$ cat config.mk
export PLATFORM = sky130hd
export DESIGN_NAME = egp_top
export DESIGN_NICKNAME = d
export VERILOG_FILES = /design/src/hw/egp_pkg.sv /design/src/hw/egp_top.sv
export SDC_FILE = /design/constraint.sdc
export NUM_CORES = 2
export LEC_CHECK = 0
export BUFFER_PORTS_ARGS = -buffer_cell sky130_fd_sc_hd__buf_2
export CAP_MARGIN = 20
export CORE_MARGIN = 2
export CORE_UTILIZATION = 64
export DETAILED_ROUTE_END_ITERATION = 10
export HOLD_SLACK_MARGIN = 0.02
export PLACE_DENSITY = 0.92
export SYNTH_ARGS = -nofsm -noshare
export SYNTH_HDL_FRONTEND = slang
export SYNTH_SLANG_ARGS = --single-unit
$ cat constraint.sdc
create_clock -name clock_i -period 7.6 [get_ports clock_i]
set_clock_uncertainty 0.2 [all_clocks]
set_input_delay 1.52 -clock clock_i [delete_from_list [all_inputs] [get_ports clock_i]]
set_output_delay 1.52 -clock clock_i [all_outputs]
set_load 0.05 [all_outputs]
$ cat src/hw/egp_pkg.sv
// Constants and types for the gang programmer sequencer
package egp_pkg;
  // ****************************************************************
  // Timing
  // ****************************************************************
  localparam int CLK_FREQ_MHZ = 20;
  localparam int QTR_TIME_NS = 2500;
  localparam int QTR_CYC = (QTR_TIME_NS * CLK_FREQ_MHZ + 999) / 1000;
  localparam int SETTLE_TIME_MS = 230;
  localparam int SETTLE_CYC = SETTLE_TIME_MS * 1000 * CLK_FREQ_MHZ;
  localparam int WRITE_DELAY_US = 10;
  localparam int WRITE_DELAY_CYC = WRITE_DELAY_US * CLK_FREQ_MHZ;
  localparam int SEND_BYTES = 2;
  localparam int READ_BYTES = 1;

  // ****************************************************************
  // Bus addresses and memory layout
  // ****************************************************************
  localparam logic [7:0] ADDR_WR = 8'ha0;
  localparam logic [7:0] ADDR_RD = 8'ha1;
  localparam logic [7:0] WP_SUB_ADDR = 8'hff;
  localparam logic [7:0] WP_DATA = 8'h00;
  localparam logic [7:0] LAST_SUB = 8'hfe;
  localparam logic [2:0] LAST_SOCKET = 3'h7;
  localparam int STAT_DIR_BIT = 1;
  localparam int STAT_ACK_BIT = 2;

  // ****************************************************************
  // Chip-select matrix: bits 3..0 columns, bits 5..4 rows
  // ****************************************************************
  localparam int SEL_W = 6;
  localparam logic [5:0] SEL_ALL_LOW = 6'h00;
  localparam logic [5:0] SEL_NONE = 6'h3f;
  localparam logic [5:0] SEL_TABLE [0:7] = '{
    6'h2e, 6'h2d, 6'h2b, 6'h27, 6'h1e, 6'h1d, 6'h1b, 6'h17};

  typedef enum logic [3:0] {
    ST_SETTLE = 4'h0, ST_MODE = 4'h1, ST_VSTART = 4'h2,
    ST_FETCH = 4'h3, ST_TX_START = 4'h4, ST_TX_ADDR = 4'h5,
    ST_TX_SUB = 4'h6, ST_TX_RSTART = 4'h7, ST_TX_RADDR = 4'h8,
    ST_TX_RDATA = 4'h9, ST_TX_STOP = 4'ha, ST_WAIT = 4'hb,
    ST_STEP = 4'hc, ST_DONE = 4'hd
  } egp_state_t;

  typedef enum logic [1:0] {
    JOB_PROGRAM_ROUTINE_WP = 2'h0, JOB_PROGRAM_ROUTINE = 2'h1, JOB_VERIFY = 2'h2,
    JOB_LOAD = 2'h3
  } egp_job_t;

  typedef enum logic [1:0] {
    OP_START = 2'h0, OP_STOP = 2'h1, OP_BYTE = 2'h2
  } egp_op_t;
endpackage

$ cat src/hw/egp_top.sv
// Gang programmer sequencer with bit-level IIC master
// Notes on behaviour
// - Verify starts with all indicators off, then compares store against sockets.
// - A socket giving no acknowledge during verify fails at once, no compare.
// - Socket counter names socket under test and selects its result indicator.
// - Six chip-select lines driven as a 2 by 4 row/column matrix.
// - Fixed bus address, read form for reads, write form for writes.
// - Programming drives all lines low; verify drives one row, one column low.
// - Verify select pattern comes from socket counter through a lookup table.
// - Load copies socket zero into store, only after an acknowledge.
// - Read transaction fetches one byte (READ_BYTES) into transfer buffer entry zero.
// - Send transmits a byte count: sub-address first, then buffer bytes.
// - Memory byte write is send, delay, then read of same memory.
// - Bus high level is produced passively by releasing the output enable.
// - Output data stays zero whenever the driver is enabled.
// - Status byte: bit 1 direction (1 read), bit 2 acknowledge received.
// - Program clears write-protect byte, writes 255 bytes ignoring acknowledges.
// - After reset one input selects load, another program+verify or verify.
`timescale 1ns/100ps
module egp_top #(
  parameter int SETTLE_CYCLES = egp_pkg::SETTLE_CYC
) (
  input wire logic clock_i,
  input wire logic rst_n_i,
  input wire logic load_sel_i,
  input wire logic verify_only_i,
  input wire logic sda_i,
  output logic sda_o,
  output logic sda_oe_o,
  input wire logic scl_i,
  output logic scl_o,
  output logic scl_oe_o,
  output logic [egp_pkg::SEL_W-1:0] sel_lines_o,
  output logic [7:0] pass_led_o,
  output logic [7:0] fail_led_o,
  output logic [7:0] status_o,
  output logic done_o
);
  import egp_pkg::*;

  // ****************************************************************
  // Input synchronisers
  // ****************************************************************
  logic [3:0] sync1_reg;
  logic [3:0] sync2_reg;
  logic sda_s;
  logic scl_s;
  logic load_s;
  logic vonly_s;

  always_ff @(posedge clock_i or negedge rst_n_i) begin
    if (!rst_n_i) begin
      sync1_reg <= 4'hf;
      sync2_reg <= 4'hf;
    end else begin
      sync1_reg <= {sda_i, scl_i, load_sel_i, verify_only_i};
      sync2_reg <= sync1_reg;
    end
  end
  assign sda_s = sync2_reg[3];
  assign scl_s = sync2_reg[2];
  assign load_s = sync2_reg[1];
  assign vonly_s = sync2_reg[0];

  // ****************************************************************
  // Bit engine
  // ****************************************************************
  localparam logic [7:0] QTR_LOAD = 8'(QTR_CYC - 1);
  logic eng_busy_reg;
  logic eng_done_reg;
  egp_op_t op_reg;
  logic [1:0] ph_reg;
  logic [3:0] bit_reg;
  logic [7:0] q_reg;
  logic [8:0] shift_reg;
  logic [7:0] rx_reg;
  logic ack_in_reg;
  logic sda_low_reg;
  logic scl_low_reg;
  logic eng_go;
  egp_op_t eng_op;
  logic [8:0] eng_load;
  logic scl_wait;

  // Released clock still low: slave stretching, hold the phase
  assign scl_wait = !scl_low_reg && !scl_s;

  always_ff @(posedge clock_i or negedge rst_n_i) begin
    if (!rst_n_i) begin
      eng_busy_reg <= 1'b0;
      eng_done_reg <= 1'b0;
      op_reg <= OP_START;
      ph_reg <= 2'h0;
      bit_reg <= 4'h0;
      q_reg <= 8'h00;
      shift_reg <= 9'h1ff;
      rx_reg <= 8'h00;
      ack_in_reg <= 1'b0;
      sda_low_reg <= 1'b0;
      scl_low_reg <= 1'b0;
    end else begin
      eng_done_reg <= 1'b0;
      if (!eng_busy_reg) begin
        if (eng_go) begin
          eng_busy_reg <= 1'b1;
          op_reg <= eng_op;
          ph_reg <= 2'h0;
          bit_reg <= 4'h0;
          q_reg <= QTR_LOAD;
          shift_reg <= eng_load;
          sda_low_reg <= (eng_op == OP_STOP) ||
                         (eng_op == OP_BYTE && !eng_load[8]);
        end
      end else if (q_reg != 8'h00) begin
        q_reg <= q_reg - 8'h01;
      end else if (!scl_wait) begin
        q_reg <= QTR_LOAD;
        ph_reg <= ph_reg + 2'h1;
        case (ph_reg)
          2'h0: begin
            scl_low_reg <= 1'b0;
          end
          2'h1: begin
            if (op_reg == OP_START) begin
              sda_low_reg <= 1'b1;
            end else if (op_reg == OP_STOP) begin
              sda_low_reg <= 1'b0;
              eng_busy_reg <= 1'b0;
              eng_done_reg <= 1'b1;
            end else if (bit_reg == 4'h8) begin
              ack_in_reg <= !sda_s;
            end else begin
              rx_reg <= {rx_reg[6:0], sda_s};
            end
          end
          2'h2: begin
            scl_low_reg <= 1'b1;
            if (op_reg == OP_START) begin
              eng_busy_reg <= 1'b0;
              eng_done_reg <= 1'b1;
            end
          end
          default: begin
            shift_reg <= {shift_reg[7:0], 1'b1};
            sda_low_reg <= !shift_reg[7];
            bit_reg <= bit_reg + 4'h1;
            if (bit_reg == 4'h8) begin
              eng_busy_reg <= 1'b0;
              eng_done_reg <= 1'b1;
            end
          end
        endcase
      end
    end
  end

  // Data bits fixed at zero; only the enables move the lines
  assign sda_o = 1'b0;
  assign scl_o = 1'b0;
  assign sda_oe_o = sda_low_reg;
  assign scl_oe_o = scl_low_reg;

  // ****************************************************************
  // Sequencer
  // ****************************************************************
  egp_state_t state_reg, state_next;
  egp_job_t job_reg, job_next;
  logic [2:0] socket_reg, socket_next;
  logic [7:0] sub_reg, sub_next;
  logic [1:0] bidx_reg, bidx_next;
  logic tx_read_reg, tx_read_next;
  logic issued_reg, issued_next;
  logic mism_reg, mism_next;
  logic [23:0] wait_reg, wait_next;
  logic [7:0] pass_reg, pass_next;
  logic [7:0] fail_reg, fail_next;
  logic [7:0] tbuf_reg [0:1];
  logic [7:0] tbuf_next [0:1];
  logic ack_ok_reg, ack_ok_next;
  logic [5:0] sel_reg, sel_next;
  logic [7:0] store_mem [0:255];
  logic [7:0] store_idx;
  logic [7:0] store_rd;
  logic store_we;
  logic mism_any;
  logic tx_state;
  logic program_routine_job;
  logic abort_nack;

  assign store_idx = sub_reg + 8'h01; // store is offset by one
  assign store_rd = store_mem[store_idx];
  assign mism_any = mism_reg || (tbuf_reg[0] != store_rd);
  assign tx_state = state_reg inside {ST_TX_START, ST_TX_ADDR, ST_TX_SUB,
      ST_TX_RSTART, ST_TX_RADDR, ST_TX_RDATA, ST_TX_STOP};
  assign program_routine_job = job_reg inside {JOB_PROGRAM_ROUTINE_WP, JOB_PROGRAM_ROUTINE};
  assign abort_nack = !ack_in_reg && !program_routine_job;
  assign eng_go = tx_state && !issued_reg && !eng_busy_reg;
  assign eng_op = (state_reg inside {ST_TX_START, ST_TX_RSTART}) ?
      OP_START : (state_reg == ST_TX_STOP) ? OP_STOP : OP_BYTE;
  assign eng_load =
      (state_reg == ST_TX_ADDR) ? {ADDR_WR, 1'b1} :
      (state_reg == ST_TX_RADDR) ? {ADDR_RD, 1'b1} :
      (state_reg == ST_TX_RDATA) ? {8'hff,
          !(32'(bidx_reg) + 1 < READ_BYTES)} :
      (bidx_reg == 2'h0) ? {sub_reg, 1'b1} :
      {tbuf_reg[bidx_reg[0] ? 0 : 1], 1'b1};
  assign store_we = (state_reg == ST_STEP) && (job_reg == JOB_LOAD) &&
      ack_ok_reg;

  always_comb begin
    state_next = state_reg;
    job_next = job_reg;
    socket_next = socket_reg;
    sub_next = sub_reg;
    bidx_next = bidx_reg;
    tx_read_next = tx_read_reg;
    issued_next = (issued_reg || eng_go) && !eng_done_reg;
    mism_next = mism_reg;
    wait_next = wait_reg + 24'h1;
    pass_next = pass_reg;
    fail_next = fail_reg;
    tbuf_next = tbuf_reg;
    ack_ok_next = ack_ok_reg;
    case (state_reg)
      ST_SETTLE: begin
        if (wait_reg == 24'(SETTLE_CYCLES - 1)) begin
          state_next = ST_MODE;
        end
      end
      ST_MODE: begin
        state_next = ST_VSTART;
        if (load_s) begin
          job_next = JOB_LOAD;
          pass_next = 8'h01;
          fail_next = 8'h01;
          socket_next = 3'h0;
          sub_next = 8'h00;
          tx_read_next = 1'b1;
          state_next = ST_TX_START;
        end else if (!vonly_s) begin
          job_next = JOB_PROGRAM_ROUTINE_WP;
          pass_next = 8'hff;
          fail_next = 8'hff;
          sub_next = WP_SUB_ADDR;
          tbuf_next[0] = WP_DATA;
          tx_read_next = 1'b0;
          state_next = ST_TX_START;
        end
      end
      ST_VSTART: begin
        job_next = JOB_VERIFY;
        pass_next = 8'h00;
        fail_next = 8'h00;
        socket_next = 3'h0;
        sub_next = 8'h00;
        mism_next = 1'b0;
        tx_read_next = 1'b1;
        state_next = ST_TX_START;
      end
      ST_FETCH: begin
        tbuf_next[0] = store_rd;
        tx_read_next = 1'b0;
        state_next = ST_TX_START;
      end
      ST_TX_START: begin
        bidx_next = 2'h0;
        if (eng_done_reg) begin
          state_next = ST_TX_ADDR;
        end
      end
      ST_TX_ADDR, ST_TX_RADDR: begin
        if (eng_done_reg) begin
          ack_ok_next = ack_in_reg;
          state_next = abort_nack ? ST_TX_STOP :
              (state_reg == ST_TX_ADDR) ? ST_TX_SUB : ST_TX_RDATA;
        end
      end
      ST_TX_SUB: begin
        if (eng_done_reg) begin
          ack_ok_next = ack_in_reg;
          bidx_next = bidx_reg + 2'h1;
          if (abort_nack) begin
            state_next = ST_TX_STOP;
          end else if (tx_read_reg) begin
            state_next = ST_TX_RSTART;
          end else if (32'(bidx_reg) + 1 >= SEND_BYTES) begin
            state_next = ST_TX_STOP;
          end
        end
      end
      ST_TX_RSTART: begin
        if (eng_done_reg) begin
          state_next = ST_TX_RADDR;
        end
      end
      ST_TX_RDATA: begin
        bidx_next = 2'h0;
        if (eng_done_reg) begin
          tbuf_next[bidx_reg[0]] = rx_reg;
          bidx_next = bidx_reg + 2'h1;
          if (32'(bidx_reg) + 1 >= READ_BYTES) begin
            state_next = ST_TX_STOP;
          end
        end
      end
      ST_TX_STOP: begin
        wait_next = 24'h0;
        if (eng_done_reg) begin
          state_next = tx_read_reg ? ST_STEP : ST_WAIT;
        end
      end
      ST_WAIT: begin
        if (wait_reg == 24'(WRITE_DELAY_CYC - 1)) begin
          tx_read_next = 1'b1;
          state_next = ST_TX_START;
        end
      end
      ST_STEP: begin
        state_next = ST_FETCH;
        sub_next = sub_reg + 8'h01;
        case (job_reg)
          JOB_PROGRAM_ROUTINE_WP: begin
            job_next = JOB_PROGRAM_ROUTINE;
            sub_next = 8'h00;
          end
          JOB_PROGRAM_ROUTINE: begin
            if (sub_reg == LAST_SUB) begin
              state_next = ST_VSTART;
            end
          end
          JOB_LOAD: begin
            tx_read_next = 1'b1;
            state_next = ST_TX_START;
            if (!ack_ok_reg || sub_reg == LAST_SUB) begin
              state_next = ST_VSTART;
            end
          end
          default: begin
            tx_read_next = 1'b1;
            state_next = ST_TX_START;
            mism_next = mism_any;
            if (!ack_ok_reg || sub_reg == LAST_SUB) begin
              if (!ack_ok_reg || mism_any) begin
                fail_next[socket_reg] = 1'b1;
              end else begin
                pass_next[socket_reg] = 1'b1;
              end
              sub_next = 8'h00;
              mism_next = 1'b0;
              socket_next = socket_reg + 3'h1;
              if (socket_reg == LAST_SOCKET) begin
                state_next = ST_DONE;
              end
            end
          end
        endcase
      end
      ST_DONE: begin
        wait_next = wait_reg;
      end
      default: begin
        state_next = ST_SETTLE;
      end
    endcase
  end

  // Program_routine jobs select every socket, otherwise one per counter; none in settle, mode and done
  assign sel_next = (state_next inside {ST_SETTLE, ST_MODE, ST_DONE}) ?
      SEL_NONE : (job_next inside {JOB_PROGRAM_ROUTINE_WP, JOB_PROGRAM_ROUTINE}) ?
      SEL_ALL_LOW : SEL_TABLE[socket_next];

  always_ff @(posedge clock_i or negedge rst_n_i) begin
    if (!rst_n_i) begin
      state_reg <= ST_SETTLE;
      job_reg <= JOB_VERIFY;
      socket_reg <= 3'h0;
      sub_reg <= 8'h00;
      bidx_reg <= 2'h0;
      tx_read_reg <= 1'b1;
      issued_reg <= 1'b0;
      mism_reg <= 1'b0;
      wait_reg <= 24'h0;
      pass_reg <= 8'h00;
      fail_reg <= 8'h00;
      tbuf_reg <= '{8'h00, 8'h00};
      ack_ok_reg <= 1'b0;
      sel_reg <= SEL_NONE;
    end else begin
      state_reg <= state_next;
      job_reg <= job_next;
      socket_reg <= socket_next;
      sub_reg <= sub_next;
      bidx_reg <= bidx_next;
      tx_read_reg <= tx_read_next;
      issued_reg <= issued_next;
      mism_reg <= mism_next;
      wait_reg <= wait_next;
      pass_reg <= pass_next;
      fail_reg <= fail_next;
      tbuf_reg <= tbuf_next;
      ack_ok_reg <= ack_ok_next;
      sel_reg <= sel_next;
    end
  end

  // Image store; cleared by reset, written only by a load
  always_ff @(posedge clock_i or negedge rst_n_i) begin
    if (!rst_n_i) begin
      for (int i = 0; i < 256; i++) begin
        store_mem[i] <= 8'h00;
      end
    end else if (store_we) begin
      store_mem[store_idx] <= tbuf_reg[0];
    end
  end

  assign sel_lines_o = sel_reg;
  assign pass_led_o = pass_reg;
  assign fail_led_o = fail_reg;
  assign status_o = {5'h00, ack_ok_reg, tx_read_reg, 1'b0};
  assign done_o = (state_reg == ST_DONE);
endmodule // egp_top

==> results_dict.tcl <==
set metrics [dict create \
    rsz0062_at_grt "false" \
    busiest_layer "met2" \
    peakVddDrop_mv 0.195 \
    ant_nets 0 \
    use_met2_pct 53.4 \
    end_kind "register" \
    fmax_ghz 0.150 \
    gp_congestion 1.03 \
    die_height_um 401 \
    first_global_vias 67381 \
    cts_setup_buffers 0 \
    rows 145 \
    wire_per_inst_um 31.8 \
    crit_path_start_kind "register" \
    viasPerCell 7.24 \
    synth_ff_type "dfrtp_1" \
    clkSinkCount 2178 \
    via_count 64908 \
    async_reset_ff_share_pct 100 \
    core_area_sq_um 156000 \
    dp_slack_ns 1.21 \
    tns_ns 0 \
    grt_pass1_wl_mm 432 \
    clkTransAtPathRegs_ns 0.06 \
    fin_nets 6750 \
    ys_seq_elements 2178 \
    syn_area_per_cell_sq_um 14.7 \
    slew_headroom_pct 9.90 \
    violations "DRC" \
    drive_gt1_share_pct 45.9 \
    h-tree-depth 4 \
    status "finished with violations" \
    synth_cell_types 81 \
    hold_path_class "register to register" \
    ctsResizeCount 0 \
    wirelength_mm 285 \
    fin_crit_sh_pct 88.0 \
    timing.rr.start "sub_reg[0]" \
    synthTopCellsByArea "dfrtp_1, mux2_2, mux4_2" \
    clk_latency_ns 0.89 \
    dp.final_hpwl_mm 170 \
    leakagePower_nw 51.0 \
    cp.arrival_ns 7.26 \
    required_ns 8.17 \
    antenna_found_initial 17 \
    synth.top_cell.area_share_pct 53.5 \
    crit_type "register to register" \
    synth_top_area_cell "dfrtp_1" \
    yosysMostFrequentCell "dfrtp_1" \
    powerDensity_nw_per_um2 205 \
    worstPathMaxFanout 30 \
    design.die.area_sq_um 161000 \
    met3_usage_pct 11.7 \
    setup_viol 0 \
    ys_top_cells_by_count "dfrtp_1, mux2_2, mux4_2" \
    synth.yosys.seq_area_share_pct 54.1 \
    tightest_slew_ns 1.35 \
    synthCells 6866 \
    largest_reg_flops 2048 \
    start_util_pct 64.4 \
    hp-start "sync1_reg[3]" \
    min_period_ns 6.69 \
    clock_path_buffers 3 \
    first_iter_violations 8724 \
    synth_edf_count 0 \
    hold-worst-slack_ns 0.158 \
    setup_ws_ns 0.914 \
    synth_area_sq_um 101000 \
    grt_max_degree 240 \
    crit_path_start "sub_reg[0]" \
    io-pin-count 41 \
    cts_buffers 208 \
    root_buffer "clkbuf_16" \
    cts_tree "yes" \
    yosys_warnings 0 \
    drc 6 \
    die_w_um 401 \
    final_hold_viol_count 0 \
    grt_use_total_pct 35.5 \
    io_buffers 32 \
    met1_usage_pct 45.3 \
    maxCapViolations 0 \
    report.final.slew_viol_count 0 \
    dr.pass1.iters 11 \
    cts_hold_buf 0 \
    grt_overflow 0 \
    area_growth_pct 8.96 \
]
cell usage in the layout, fill, tap and decap left out, types with 14 or more instances in the layout:
cell and n:
dfrtp_1 2145, mux2_2 2073, mux4_2 521, nand2_1 395
nor2_1 288, clkbuf_16 210, mux2i_1 113, buf_4 110
a21oi_1 94, nand3_1 81, o21ai_0 61, clkbuf_8 55
a32oi_1 52, clkbuf_1 46, clkinv_2 38, nand4_1 37
a22oi_1 34, buf_2 31, inv_1 28, buf_12 27
nor3_1 25, dfstp_2 24, xor2_1 23, ha_1 19
nor4_1 17, or3_1 17, o22ai_1 16, and2_0 16
nand2b_1 14, xnor2_1 14
cell families after synthesis:
family / Yosys count / share of synthesized area (%)
adders and majority gates: 20 / 0.248
buffers and inverters: 564 / 2.47
muxes: 2707 / 35.9
other: 1 / 0.00372
xor gates and xnor gates: 43 / 0.396
AOI/OAI and AO/OA: 382 / 2.59
DFF: 2178 / 54.1
and+or+nand+nor: 971 / 4.26
worst max-delay path: stages, from the launching register on:
cell and delay, ns:
dfrtp_4 0.78, inv_2 0.11, ha_4 0.82, buf_12 0.31, buf_4 0.25, buf_4 0.28
mux4_2 0.37, mux4_2 0.57, nand2_1 0.10, a21oi_1 0.08, a21oi_1 0.73, a31oi_1 0.20
a21oi_2 0.30, xnor2_1 0.10, or4_1 0.92, o221a_1 0.36
where the power goes:
group          internal (mW)  total, mW  switching (mW)
combinational         0.0205      0.256           0.236
clock                   6.01       10.7            4.67
sequential              11.6       11.6         0.00195
metrics by stage:
stage / area, sq um / util [%] / total power, mW / std cells
6_report: 110000 / 70.2 / 22.5 / 8962
4_1_cts: 110000 / 70.1 / 22.5 / 8947
2_1_floorplan: 101000 / - / 11.8 / 6873
5_1_grt: 110000 / 70.2 / 23.1 / 8953
3_3_place_gp: 103000 / 65.7 / 12.1 / 8565
3_5_place_dp: 103000 / 65.7 / 12.1 / 8566
final cells by class:
cell class                 instances  area (sq um)
clock buffer                     311          6180
fill                            8847         46600
multi-input combinational       4131         43900
inverter                          31           116
antenna                            9          22.5
timing repair buffer             174          1630
tap                             2058          2570
sequential                      2178         54600
clock inverter                    70           827
layer usage:
metal,routed length (um),vias to the layer above
li1,-,25074
met1,101000,33846
met2,130000,4660
met3,33600,1306
met4,19700,22
met5,153,-
path summary, 6_finish.rpt:
path	to	slack, ns	depth (start not counted)
worst min register to register	sync2_reg[3]	0.16	0
min in group asynchronous	store_mem[1690]	0.52	1
max in group asynchronous	store_mem[1307]	4.89	2
worst max register to register	fail_led_o[5]	0.91	15
worst min-delay path	sync2_reg[3]	0.16	0
worst max-delay path	fail_led_o[5]	0.91	15
Power figures use the tool's default switching activity.
